--- config.mk ---
export PLATFORM = sky130hd
export DESIGN_NAME = rxtun_regs
export DESIGN_NICKNAME = d
export VERILOG_FILES = /design/src/verilog/rxtun_pkg.sv /design/src/verilog/rxtun_onehot.sv /design/src/verilog/rxtun_regs.sv
export SDC_FILE = /design/constraint.sdc
export NUM_CORES = 1
export LEC_CHECK = 0
export BUFFER_PORTS_ARGS = -buffer_cell sky130_fd_sc_hd__buf_4
export CAP_MARGIN = 20
export CORE_MARGIN = 2
export CORE_UTILIZATION = 47
export CTS_BUF_LIST = sky130_fd_sc_hd__clkbuf_8
export DETAILED_ROUTE_END_ITERATION = 12
export PLACE_DENSITY = 0.89
export SLEW_MARGIN = 20
export SYNTH_ARGS = -nofsm -noshare
export SYNTH_HDL_FRONTEND = slang
export SYNTH_SLANG_ARGS = --single-unit
--- constraint.sdc ---
create_clock -name clk_i -period 2.13 [get_ports clk_i]
set_clock_uncertainty 0.05 [all_clocks]
set_input_delay 0.426 -clock clk_i [delete_from_list [all_inputs] [get_ports clk_i]]
set_output_delay 0.426 -clock clk_i [all_outputs]
set_load 0.02 [all_outputs]
--- src/verilog/rxtun_pkg.sv ---
package rxtun_pkg;
   // ****************************************************************
   // Register indices (printed offsets are not multiples of four)
   // ****************************************************************
   localparam logic [7:0] RXTUN_IDX_THRESHOLD = 8'h37;
   localparam logic [7:0] RXTUN_IDX_INPUT_MODE = 8'h38;
   localparam logic [7:0] RXTUN_IDX_ANALOG = 8'h39;
   // Byte address is four times the index
   localparam int RXTUN_ADDR_W = 10;
   localparam logic [9:0] RXTUN_ADDR_THRESHOLD = 10'h0DC;
   localparam logic [9:0] RXTUN_ADDR_INPUT_MODE = 10'h0E0;
   localparam logic [9:0] RXTUN_ADDR_ANALOG = 10'h0E4;

   // ****************************************************************
   // Field positions
   // ****************************************************************
   localparam int RXTUN_MIN_LEVEL_LSB = 4;
   localparam int RXTUN_PHASE_LEVEL_LSB = 0;
   localparam int RXTUN_INPUT_PIN_BIT = 7;
   localparam int RXTUN_CONV_MODE_BIT = 6;
   localparam int RXTUN_SIG_SRC_LSB = 4;
   localparam int RXTUN_COLL_LSB = 0;
   localparam int RXTUN_TRIM_LSB = 6;
   localparam int RXTUN_HPCF_LSB = 2;
   localparam int RXTUN_GAIN_LSB = 0;

   // Writable bit masks; reserved bits stay zero
   localparam logic [7:0] RXTUN_MASK_THRESHOLD = 8'hFF;
   localparam logic [7:0] RXTUN_MASK_INPUT_MODE = 8'hF3;
   localparam logic [7:0] RXTUN_MASK_ANALOG = 8'hCF;

   // ****************************************************************
   // Reset values (none documented, chosen as zero)
   // ****************************************************************
   localparam logic [7:0] RXTUN_RST_THRESHOLD = 8'h00;
   localparam logic [7:0] RXTUN_RST_INPUT_MODE = 8'h00;
   localparam logic [7:0] RXTUN_RST_ANALOG = 8'h00;

   // ****************************************************************
   // Encodings
   // ****************************************************************
   typedef enum logic [1:0] {
      RXTUN_SRC_IDLE = 2'b00,
      RXTUN_SRC_ANALOG = 2'b01,
      RXTUN_SRC_ENVELOPE = 2'b10,
      RXTUN_SRC_EXTERNAL = 2'b11
   } rxtun_src_t;

   typedef enum logic [1:0] {
      RXTUN_COLL_EIGHTH = 2'b00,
      RXTUN_COLL_QUARTER = 2'b01,
      RXTUN_COLL_HALF = 2'b10,
      RXTUN_COLL_OFF = 2'b11
   } rxtun_coll_t;
endpackage : rxtun_pkg

--- src/verilog/rxtun_onehot.sv ---
`timescale 1ns/1ps
// ****************************************************************
// Registered 2-to-4 decoder for the analog and source selects
// ****************************************************************
module rxtun_onehot
   import rxtun_pkg::*;
(
   input wire logic clk_i,
   input wire logic reset_i,
   input wire logic [1:0] code_i,
   output logic [3:0] sel_o
);
   logic [3:0] next_sel; // Decoded one-hot value

   // One bit per code, via a generate loop
   genvar g;
   generate
      for (g = 0; g < 4; g++) begin : g_dec
         always_comb begin
            next_sel[g] = (code_i == 2'(g));
         end
      end
   endgenerate

   // Register the decoded select
   always_ff @(posedge clk_i or posedge reset_i) begin
      if (reset_i) begin
         sel_o <= 4'h1;
      end else begin
         sel_o <= next_sel;
      end
   end
endmodule : rxtun_onehot

--- src/verilog/rxtun_regs.sv ---
// Added by the designer: the Avalon-MM interface to the registers.
`timescale 1ns/1ps
module rxtun_regs
   import rxtun_pkg::*;
(
   input wire logic clk_i,
   input wire logic reset_i,
   // Avalon-MM slave
   input wire logic [RXTUN_ADDR_W-1:0] avs_address_i,
   input wire logic avs_read_i,
   input wire logic avs_write_i,
   input wire logic [31:0] avs_writedata_i,
   input wire logic [3:0] avs_byteenable_i,
   output logic [31:0] avs_readdata_o,
   output logic avs_waitrequest_o,
   // Decoded fields to the receiver path
   output logic [3:0] min_reception_level_o,
   output logic [3:0] phase_detector_min_level_o,
   output logic receive_input_pin_o,
   output logic low_power_card_detect_o,
   output logic [1:0] signal_source_select_o,
   output logic [3:0] source_onehot_o,
   output logic collision_detect_en_o,
   output logic [1:0] collision_threshold_o,
   output logic [1:0] midrail_trim_o,
   output logic [3:0] highpass_select_o,
   output logic [3:0] gain_select_o
);
   // ****************************************************************
   // Register state
   // ****************************************************************
   logic [7:0] receive_threshold_levels; // Threshold register
   logic [7:0] receiver_input_mode; // Input mode register
   logic [7:0] receiver_analog_tuning; // Analog tuning register
   logic [7:0] next_threshold;
   logic [7:0] next_input_mode;
   logic [7:0] next_analog;
   // Bus answer state
   logic ack; // High in the cycle the access completes
   logic next_ack;
   logic [31:0] next_readdata;
   logic next_waitrequest; // Waitrequest for the next cycle, registered to the pin
   // Field outputs, registered
   logic [3:0] next_min_level;
   logic [3:0] next_phase_level;
   logic next_input_pin;
   logic next_card_detect;
   logic [1:0] next_source;
   logic next_coll_en;
   logic [1:0] next_coll;
   logic [1:0] next_trim;
   logic wr_hit; // Write accepted this cycle

   // ****************************************************************
   // Avalon handshake
   // ****************************************************************
   // Waitrequest is low one cycle after a request arrives; this one cycle
   // of latency lets read data come straight from a flip-flop.
   always_comb begin
      next_ack = (avs_read_i || avs_write_i) && !ack;
      // Waitrequest drops only in the answer cycle; it is held in a flop so
      // the bus sees a clean level straight from a register
      next_waitrequest = !next_ack;
   end

   assign wr_hit = avs_write_i && !ack && avs_byteenable_i[0];

   // Register writes: only byte lane 0 carries data
   always_comb begin
      next_threshold = receive_threshold_levels;
      next_input_mode = receiver_input_mode;
      next_analog = receiver_analog_tuning;
      if (wr_hit) begin
         if (avs_address_i == RXTUN_ADDR_THRESHOLD) begin
            next_threshold = avs_writedata_i[7:0] & RXTUN_MASK_THRESHOLD;
         end else if (avs_address_i == RXTUN_ADDR_INPUT_MODE) begin
            next_input_mode = avs_writedata_i[7:0] & RXTUN_MASK_INPUT_MODE;
         end else if (avs_address_i == RXTUN_ADDR_ANALOG) begin
            next_analog = avs_writedata_i[7:0] & RXTUN_MASK_ANALOG;
         end
      end
   end

   // Read mux; unmapped addresses read zero and complete normally
   always_comb begin
      next_readdata = 32'h0000_0000;
      if (avs_read_i && !ack) begin
         if (avs_address_i == RXTUN_ADDR_THRESHOLD) begin
            next_readdata = {24'h00_0000, receive_threshold_levels};
         end else if (avs_address_i == RXTUN_ADDR_INPUT_MODE) begin
            next_readdata = {24'h00_0000, receiver_input_mode};
         end else if (avs_address_i == RXTUN_ADDR_ANALOG) begin
            next_readdata = {24'h00_0000, receiver_analog_tuning};
         end
      end
   end

   // ****************************************************************
   // Field extraction
   // ****************************************************************
   // Fields follow the stored registers; outputs lag a write by one cycle
   always_comb begin
      next_min_level = receive_threshold_levels[RXTUN_MIN_LEVEL_LSB +: 4];
      next_phase_level = receive_threshold_levels[RXTUN_PHASE_LEVEL_LSB +: 4];
      next_input_pin = receiver_input_mode[RXTUN_INPUT_PIN_BIT];
      next_card_detect = receiver_input_mode[RXTUN_CONV_MODE_BIT];
      next_source = receiver_input_mode[RXTUN_SIG_SRC_LSB +: 2];
      next_coll = receiver_input_mode[RXTUN_COLL_LSB +: 2];
      next_coll_en = (receiver_input_mode[RXTUN_COLL_LSB +: 2] != RXTUN_COLL_OFF);
      // Trim passes through as written; software keeps it zero
      next_trim = receiver_analog_tuning[RXTUN_TRIM_LSB +: 2];
   end

   // Register all state
   always_ff @(posedge clk_i or posedge reset_i) begin
      if (reset_i) begin
         receive_threshold_levels <= RXTUN_RST_THRESHOLD;
         receiver_input_mode <= RXTUN_RST_INPUT_MODE;
         receiver_analog_tuning <= RXTUN_RST_ANALOG;
         ack <= 1'b0;
         avs_waitrequest_o <= 1'b1; // Busy while in reset
         avs_readdata_o <= 32'h0000_0000;
         min_reception_level_o <= 4'h0;
         phase_detector_min_level_o <= 4'h0;
         receive_input_pin_o <= 1'b0;
         low_power_card_detect_o <= 1'b0;
         signal_source_select_o <= 2'h0;
         collision_detect_en_o <= 1'b1;
         collision_threshold_o <= 2'h0;
         midrail_trim_o <= 2'h0;
      end else begin
         receive_threshold_levels <= next_threshold;
         receiver_input_mode <= next_input_mode;
         receiver_analog_tuning <= next_analog;
         ack <= next_ack;
         avs_waitrequest_o <= next_waitrequest;
         avs_readdata_o <= next_readdata;
         min_reception_level_o <= next_min_level;
         phase_detector_min_level_o <= next_phase_level;
         receive_input_pin_o <= next_input_pin;
         low_power_card_detect_o <= next_card_detect;
         signal_source_select_o <= next_source;
         collision_detect_en_o <= next_coll_en;
         collision_threshold_o <= next_coll;
         midrail_trim_o <= next_trim;
      end
   end

   // ****************************************************************
   // One-hot decoders
   // ****************************************************************
   rxtun_onehot u_hpcf (
      .clk_i(clk_i),
      .reset_i(reset_i),
      .code_i(receiver_analog_tuning[RXTUN_HPCF_LSB +: 2]),
      .sel_o(highpass_select_o)
   );

   rxtun_onehot u_gain (
      .clk_i(clk_i),
      .reset_i(reset_i),
      .code_i(receiver_analog_tuning[RXTUN_GAIN_LSB +: 2]),
      .sel_o(gain_select_o)
   );

   rxtun_onehot u_src (
      .clk_i(clk_i),
      .reset_i(reset_i),
      .code_i(receiver_input_mode[RXTUN_SIG_SRC_LSB +: 2]),
      .sel_o(source_onehot_o)
   );

   // ****************************************************************
   // Assertions
   // ****************************************************************
   a_reserved_mode_zero: assert property (@(posedge clk_i) disable iff (reset_i)
      receiver_input_mode[3:2] == 2'b00)
      else $error("Reserved input mode bits not zero");

   a_reserved_ana_zero: assert property (@(posedge clk_i) disable iff (reset_i)
      receiver_analog_tuning[5:4] == 2'b00)
      else $error("Reserved analog bits not zero");

   a_min_level_out: assert property (@(posedge clk_i) disable iff (reset_i)
      wr_hit && avs_address_i == RXTUN_ADDR_THRESHOLD |=> ##1
      min_reception_level_o == $past(avs_writedata_i[7:4], 2))
      else $error("Reception level output wrong");

   a_phase_level_out: assert property (@(posedge clk_i) disable iff (reset_i)
      wr_hit && avs_address_i == RXTUN_ADDR_THRESHOLD |=> ##1
      phase_detector_min_level_o == $past(avs_writedata_i[3:0], 2))
      else $error("Phase level output wrong");

   a_input_pin_out: assert property (@(posedge clk_i) disable iff (reset_i)
      ##1 receive_input_pin_o == $past(receiver_input_mode[7]))
      else $error("Input pin mode wrong");

   a_card_detect_out: assert property (@(posedge clk_i) disable iff (reset_i)
      ##1 low_power_card_detect_o == $past(receiver_input_mode[6]))
      else $error("Converter mode wrong");

   a_source_onehot: assert property (@(posedge clk_i) disable iff (reset_i)
      ##1 source_onehot_o[signal_source_select_o] && $onehot(source_onehot_o))
      else $error("Source select mismatch");

   a_coll_off: assert property (@(posedge clk_i) disable iff (reset_i)
      collision_detect_en_o == (collision_threshold_o != 2'b11))
      else $error("Collision enable mismatch");

   a_hpcf_sel: assert property (@(posedge clk_i) disable iff (reset_i)
      ##1 highpass_select_o == (4'h1 << $past(receiver_analog_tuning[3:2])))
      else $error("High-pass select wrong");

   a_gain_sel: assert property (@(posedge clk_i) disable iff (reset_i)
      ##1 gain_select_o == (4'h1 << $past(receiver_analog_tuning[1:0])))
      else $error("Gain select wrong");

   a_bus_answer: assert property (@(posedge clk_i) disable iff (reset_i)
      (avs_read_i || avs_write_i) && avs_waitrequest_o |=> !avs_waitrequest_o)
      else $error("Bus answer late");

   // The answer lasts one cycle; a master that holds its request past it
   // sees a second acknowledge for the same transfer two cycles later
   a_wait_one_cycle: assert property (@(posedge clk_i) disable iff (reset_i)
      !avs_waitrequest_o |=> avs_waitrequest_o)
      else $error("Waitrequest low too long");

   // Upper byte lanes never carry register data
   a_read_upper_zero: assert property (@(posedge clk_i) disable iff (reset_i)
      avs_readdata_o[31:8] == 24'h00_0000)
      else $error("Upper read lanes not zero");

   // ****************************************************************
   // Write and read paths
   // ****************************************************************
   // A write lands at the edge that first sees it
   a_thr_write_lands: assert property (@(posedge clk_i) disable iff (reset_i)
      wr_hit && avs_address_i == RXTUN_ADDR_THRESHOLD |=>
      receive_threshold_levels == $past(avs_writedata_i[7:0]))
      else $error("Threshold write lost");

   // Only the defined input mode fields take the written bits
   a_mode_write_lands: assert property (@(posedge clk_i) disable iff (reset_i)
      wr_hit && avs_address_i == RXTUN_ADDR_INPUT_MODE |=>
      receiver_input_mode[7:4] == $past(avs_writedata_i[7:4]) &&
      receiver_input_mode[1:0] == $past(avs_writedata_i[1:0]))
      else $error("Input mode write lost");

   a_ana_write_lands: assert property (@(posedge clk_i) disable iff (reset_i)
      wr_hit && avs_address_i == RXTUN_ADDR_ANALOG |=>
      receiver_analog_tuning[7:6] == $past(avs_writedata_i[7:6]) &&
      receiver_analog_tuning[3:0] == $past(avs_writedata_i[3:0]))
      else $error("Analog write lost");

   // A write with lane 0 off must leave every register alone
   a_lane_off_ignored: assert property (@(posedge clk_i) disable iff (reset_i)
      avs_write_i && !ack && !avs_byteenable_i[0] |=>
      $stable(receive_threshold_levels) && $stable(receiver_input_mode) && $stable(receiver_analog_tuning))
      else $error("Write with lane 0 off landed");

   // Unmapped writes fall through the decode without effect
   a_unmapped_write: assert property (@(posedge clk_i) disable iff (reset_i)
      avs_write_i && !ack && avs_address_i != RXTUN_ADDR_THRESHOLD &&
      avs_address_i != RXTUN_ADDR_INPUT_MODE && avs_address_i != RXTUN_ADDR_ANALOG |=>
      $stable(receive_threshold_levels) && $stable(receiver_input_mode) && $stable(receiver_analog_tuning))
      else $error("Unmapped write landed");

   // Read data come from the register as it stood at the request edge
   a_read_threshold: assert property (@(posedge clk_i) disable iff (reset_i)
      avs_read_i && !ack && avs_address_i == RXTUN_ADDR_THRESHOLD |=>
      avs_readdata_o == {24'h00_0000, $past(receive_threshold_levels)})
      else $error("Threshold read wrong");

   a_read_unmapped: assert property (@(posedge clk_i) disable iff (reset_i)
      avs_read_i && !ack && avs_address_i != RXTUN_ADDR_THRESHOLD &&
      avs_address_i != RXTUN_ADDR_INPUT_MODE && avs_address_i != RXTUN_ADDR_ANALOG |=>
      avs_readdata_o == 32'h0000_0000)
      else $error("Unmapped read not zero");

   // ****************************************************************
   // Remaining field outputs
   // ****************************************************************
   a_source_code_out: assert property (@(posedge clk_i) disable iff (reset_i)
      ##1 signal_source_select_o == $past(receiver_input_mode[5:4]))
      else $error("Source code output wrong");

   a_coll_code_out: assert property (@(posedge clk_i) disable iff (reset_i)
      ##1 collision_threshold_o == $past(receiver_input_mode[1:0]))
      else $error("Collision code output wrong");

   // Trim is passed on untouched; keeping it zero is software's duty
   a_trim_out: assert property (@(posedge clk_i) disable iff (reset_i)
      ##1 midrail_trim_o == $past(receiver_analog_tuning[7:6]))
      else $error("Trim output wrong");
endmodule : rxtun_regs
Word level (Yosys, flattened, before mapping) --
Cells that the tools add are included.
Operators by class: bitwise operators 2, reductions and logical operators 13, equal/unequal tests 13, mux-type cells 4
Operators by type and width (number):
- $mux W32 | 2
- $eq A10 B8 Y1 const B | 3
- $mux W8 | 2
- $eq A2 B2 Y1 const B | 6
- $eq A2 B1 Y1 const B | 3
- $logic_not A2 Y1 | 3
- $logic_and A1 B1 Y1 | 4
- $reduce_and A4 Y1 | 1
- $reduce_and A3 Y1 | 1
- $logic_not A1 Y1 | 2
- $ne A2 B2 Y1 const B | 1
- $not A1 Y1 | 2
- $reduce_and A2 Y1 | 1
- $logic_or A1 B1 Y1 | 1
Storage, ports and cells: output and inout port bits 62, flip-flop bits (word level) 83, bits of input ports 50

Logic depth before layout (Yosys ltp) --
depth in word-level cells 5, depth in mapped cells 5, mapped depth without buffers 4

Hierarchy --
A second synthesis with hierarchy kept.
Second synthesis, totals: cell total of the unflattened synthesis 179, area total of the unflattened synthesis 2407.3 sq um
Modules (own cells, without submodules):
- rxtun_regs | sequential area each 1178.6 sq um, cells an instance 152, area each 2013.2 sq um, instances 1
- rxtun_onehot | sequential area each 101.3 sq um, cells an instance 9, area each 131.4 sq um, instances 3

Least setup slack after synthesis --
Ideal clock, no wire load.
path kind input to register, start in avs_address_i[7], end reg receiver_analog_tuning[0], setup time 0.125 ns, stages on the path 5, data arrival time 1.540 ns, slack 0.415 ns, buffers on the path 1, cells stage by stage nand2_2 -> nor4b_4 -> and3_1 -> buf_6 -> mux2_4
Between the ends: cells in the longest elaborated chain, start to end 3, elaborated cells on any way between the ends 6, those cells by class 3 x eq/ne; 2 x bitwise; 1 x reduce/logical
Ends and longest elaborated chain:
- start: declaration | line rxtun_regs.sv:9 | input wire logic [RXTUN_ADDR_W-1:0] avs_address_i,
- $eq A10 B8 Y1 (on tied branches) | line rxtun_regs.sv:76, rxtun_regs.sv:74
- $not A1 Y1 (no line)
- $reduce_and A4 Y1 (no line) *
- end signal: assignment | line rxtun_regs.sv:134 | receiver_analog_tuning <= next_analog;
- end: declaration | line rxtun_regs.sv:34 | logic [7:0] receiver_analog_tuning;
Every way passes the cells marked *; elsewhere a longest branch is shown, timed or not. A chain may end at the register's enable or synchronous reset.

Final worst setup path --
start reg ack, end reg receive_threshold_levels[4]
Between the ends: cells in the longest elaborated chain, start to end 4
Ends and longest elaborated chain:
- start: declaration | line rxtun_regs.sv:39 | logic ack;
- start signal: assignment | line rxtun_regs.sv:135 | ack <= next_ack;
- $logic_not A1 Y1 | line rxtun_regs.sv:66 | assign wr_hit = avs_write_i && !ack && avs_byteenable_i[0];
- $logic_and A1 B1 Y1 (2 in a row) | line rxtun_regs.sv:66
- $reduce_and A2 Y1 (no line)
- end signal: assignment | line rxtun_regs.sv:132 | receive_threshold_levels <= next_threshold;
- end: declaration | line rxtun_regs.sv:32 | logic [7:0] receive_threshold_levels;
No other way between the ends.

==> out/results.ini <==
[run_status]
status=completed

[critical_path]
critPathMaxStageDelay_ps=410
criticalPathCategory=reg -> reg
critPathTopFamily=simple AND/OR/NAND/NOR gates
cp-end-kind=flop
cp-start-kind=flop
worst-path-max-fanout=5
crit_path_top_delay_cell=dfrtp_1
critical_path_required_ps=2290
cp.buffers_inverters=1
worstPathCellList=nor3b_1, and3_1, buf_4, mux2_2
crit_arrival_ps=1810

[clock_network]
cts_tree=built
worstSkewPairLatency_ps=330
ctsLongestPathBuffers=2
cts_sinks=59
root_buffer=clkbuf_8
clk_pin_slew_ps=60
cts_setup_buffers=0
cts_resized=0
cts_buffers=9
cts_hold_buf=0
htreeDepth=3

[detailed_routing]
wl_per_cell_um=13.1
vias=1444
vias_per_cell=4.64
drt_first_pass_iters=4
first_iter_violations=80
routed_wirelength_um=4080
drc=0
antenna_left=0

[pwr]
power_leakage_uw=0.00157
power_density_nw_per_um2=724
vdd_drop_max_v=0.000310
total_power_uw=2170

[synth]
ys_warn_count=0
ys_types=30
avgSynthCellArea_sq_um=14.2
yosysSeqAreaShare_pct=63.7
synth_top_area_cell=dfrtp_1
syn_area_sq_um=2330
netlist_instances=164
synth-seq-cells=59
yosysTopAreaCellShare_pct=58.1
synth.area.top_cells=dfrtp_1, mux2_2, buf_4

[floorplan]
boundaryPins=112
num_rows=25
die_h_um=74.4
dieWidth_um=74.4
coreArea_sq_um=4750
start_util_pct=48.9
dieArea_sq_um=5530

[timing]
worst_pin_slew_ps=538
finalMaxSlewViolations=0
fmax_mhz=607
whs_ps=96.3
rsz0062_at_grt=false
report.final.setup_viol=0
period_needed_ps=1650
slew_headroom_pct=64.1
setup_tns_ps=0
finalHoldViolCount=0
fin_crit_sh_pct=77.4

[final_layout]
fin_nets=289
drive_gt1_share_pct=48.8
num_antenna_cells=0
final_common_cell=buf_4
layout_common_cells=buf_4, dfrtp_1, conb_1, mux2_2, clkbuf_8
fillers=351
syn_to_final_growth_pct=28.8
final_cell_area_sq_um=3000

[place]
gp_congestion=0.734
place_area_sq_um=2820
hpwl_um=3010
io_buffers=60

[grt]
grt_pass1_wl_um=6460
antenna_found_initial=0
grt_max_degree=35
grt_usage_pct=16.4
gr-total-overflow=0
grt_pass1_vias=1382

[worst_hold_path]
min_path_type=in -> async

[job]
cap_viol_max_count=0

[cell type report]
cell class	count	area [sq um]	share of cell area, %
clock inverter	5	28.8	0.961
multi-input combinational	98	711	23.7
tap	67	83.8	2.80
clock buffer	11	151	5.05
sequential	59	1480	49.5
inverter	2	7.51	0.251
timing repair buffer	69	531	17.7
[flip-flops by register name (all words and copies together) (netlist names), 2 cells and up]
register / cells
avs_readdata_o: 8
receive_threshold_levels: 8
receiver_analog_tuning: 6
receiver_input_mode: 6
min_reception_level_o: 4
phase_detector_min_level_o: 4
u_gain.sel_o: 4
u_hpcf.sel_o: 4
u_src.sel_o: 4
collision_threshold_o: 2
midrail_trim_o: 2
signal_source_select_o: 2
[cell families (layout without fill, tap and decap cells)]
group	Yosys count	in the layout	synth area share, %
buffers and inverters	30	87	9.41
other	1	24	0.161
DFF	59	59	63.7
and+or+nand+nor	42	42	12.2
muxes	24	24	12.6
AOI/OAI and AO/OA	8	8	1.94
[where the power goes]
group | internal (uW) | switching (uW)
registers | 1130 | 6.11
logic | 50.1 | 97.2
clock network | 476 | 406
[cells in the mapped netlist]
cell	count
and2_1	3
mux2_2	17
nor4b_4	1
nor4_4	1
nor3b_1	1
nor3_1	1
a22oi_1	2
nor3_2	1
nand3_2	1
mux2_1	1
dfstp_2	5
nand2_2	1
buf_4	24
nand2_1	3
a21oi_1	6
nand4_1	6
buf_2	1
buf_6	2
clkbuf_1	1
nor2b_1	6
and3_1	2
nand3_1	4
dfrtp_1	54
conb_1	1
nand2b_1	1
mux2_4	6
nand4b_1	3
inv_1	2
or2_2	1
nor2_1	6
[path summary, 6_finish.rpt]
kind	start	to	slack, ps	depth (start not counted)
worst max-delay path	ack$_DFF_PP0_	receive_threshold_levels[4]$_DFFE_PP0P_	480	4
worst min-delay path	reset_i	receiver_input_mode[0]$_DFFE_PP0P_	100	2
worst max register to register	ack$_DFF_PP0_	receive_threshold_levels[4]$_DFFE_PP0P_	480	4
worst min register to register	receiver_input_mode[7]$_DFFE_PP0P_	receive_input_pin_o$_DFF_PP0_	350	0
max in group asynchronous	reset_i	u_hpcf.sel_o[0]$_DFF_PP1_	1310	3
min in group clk_i	avs_writedata_i[3]	receive_threshold_levels[3]$_DFFE_PP0P_	290	2
[routing by layer]
| metal | vias to the layer above | routed length, um | global-route usage, % |
|---|---|---|---|
| li1 | 662 | - | - |
| met3 | 8 | 334 | 8.13 |
| met4 | 0 | 75 | 7.94 |
| met5 | - | 0 | 0 |
| met1 | 706 | 1670 | 19.1 |
| met2 | 68 | 2000 | 25.6 |
[metrics by stage]
step,setup WS (ps),cells,utilization (%)
final,482,311,63.0
after CTS,496,311,63.0
after detailed placement,235,295,59.2
after floorplan,206,187,-
after global placement,261,295,59.2
after global routing,385,311,63.0
Power figures use the tool's default switching activity.
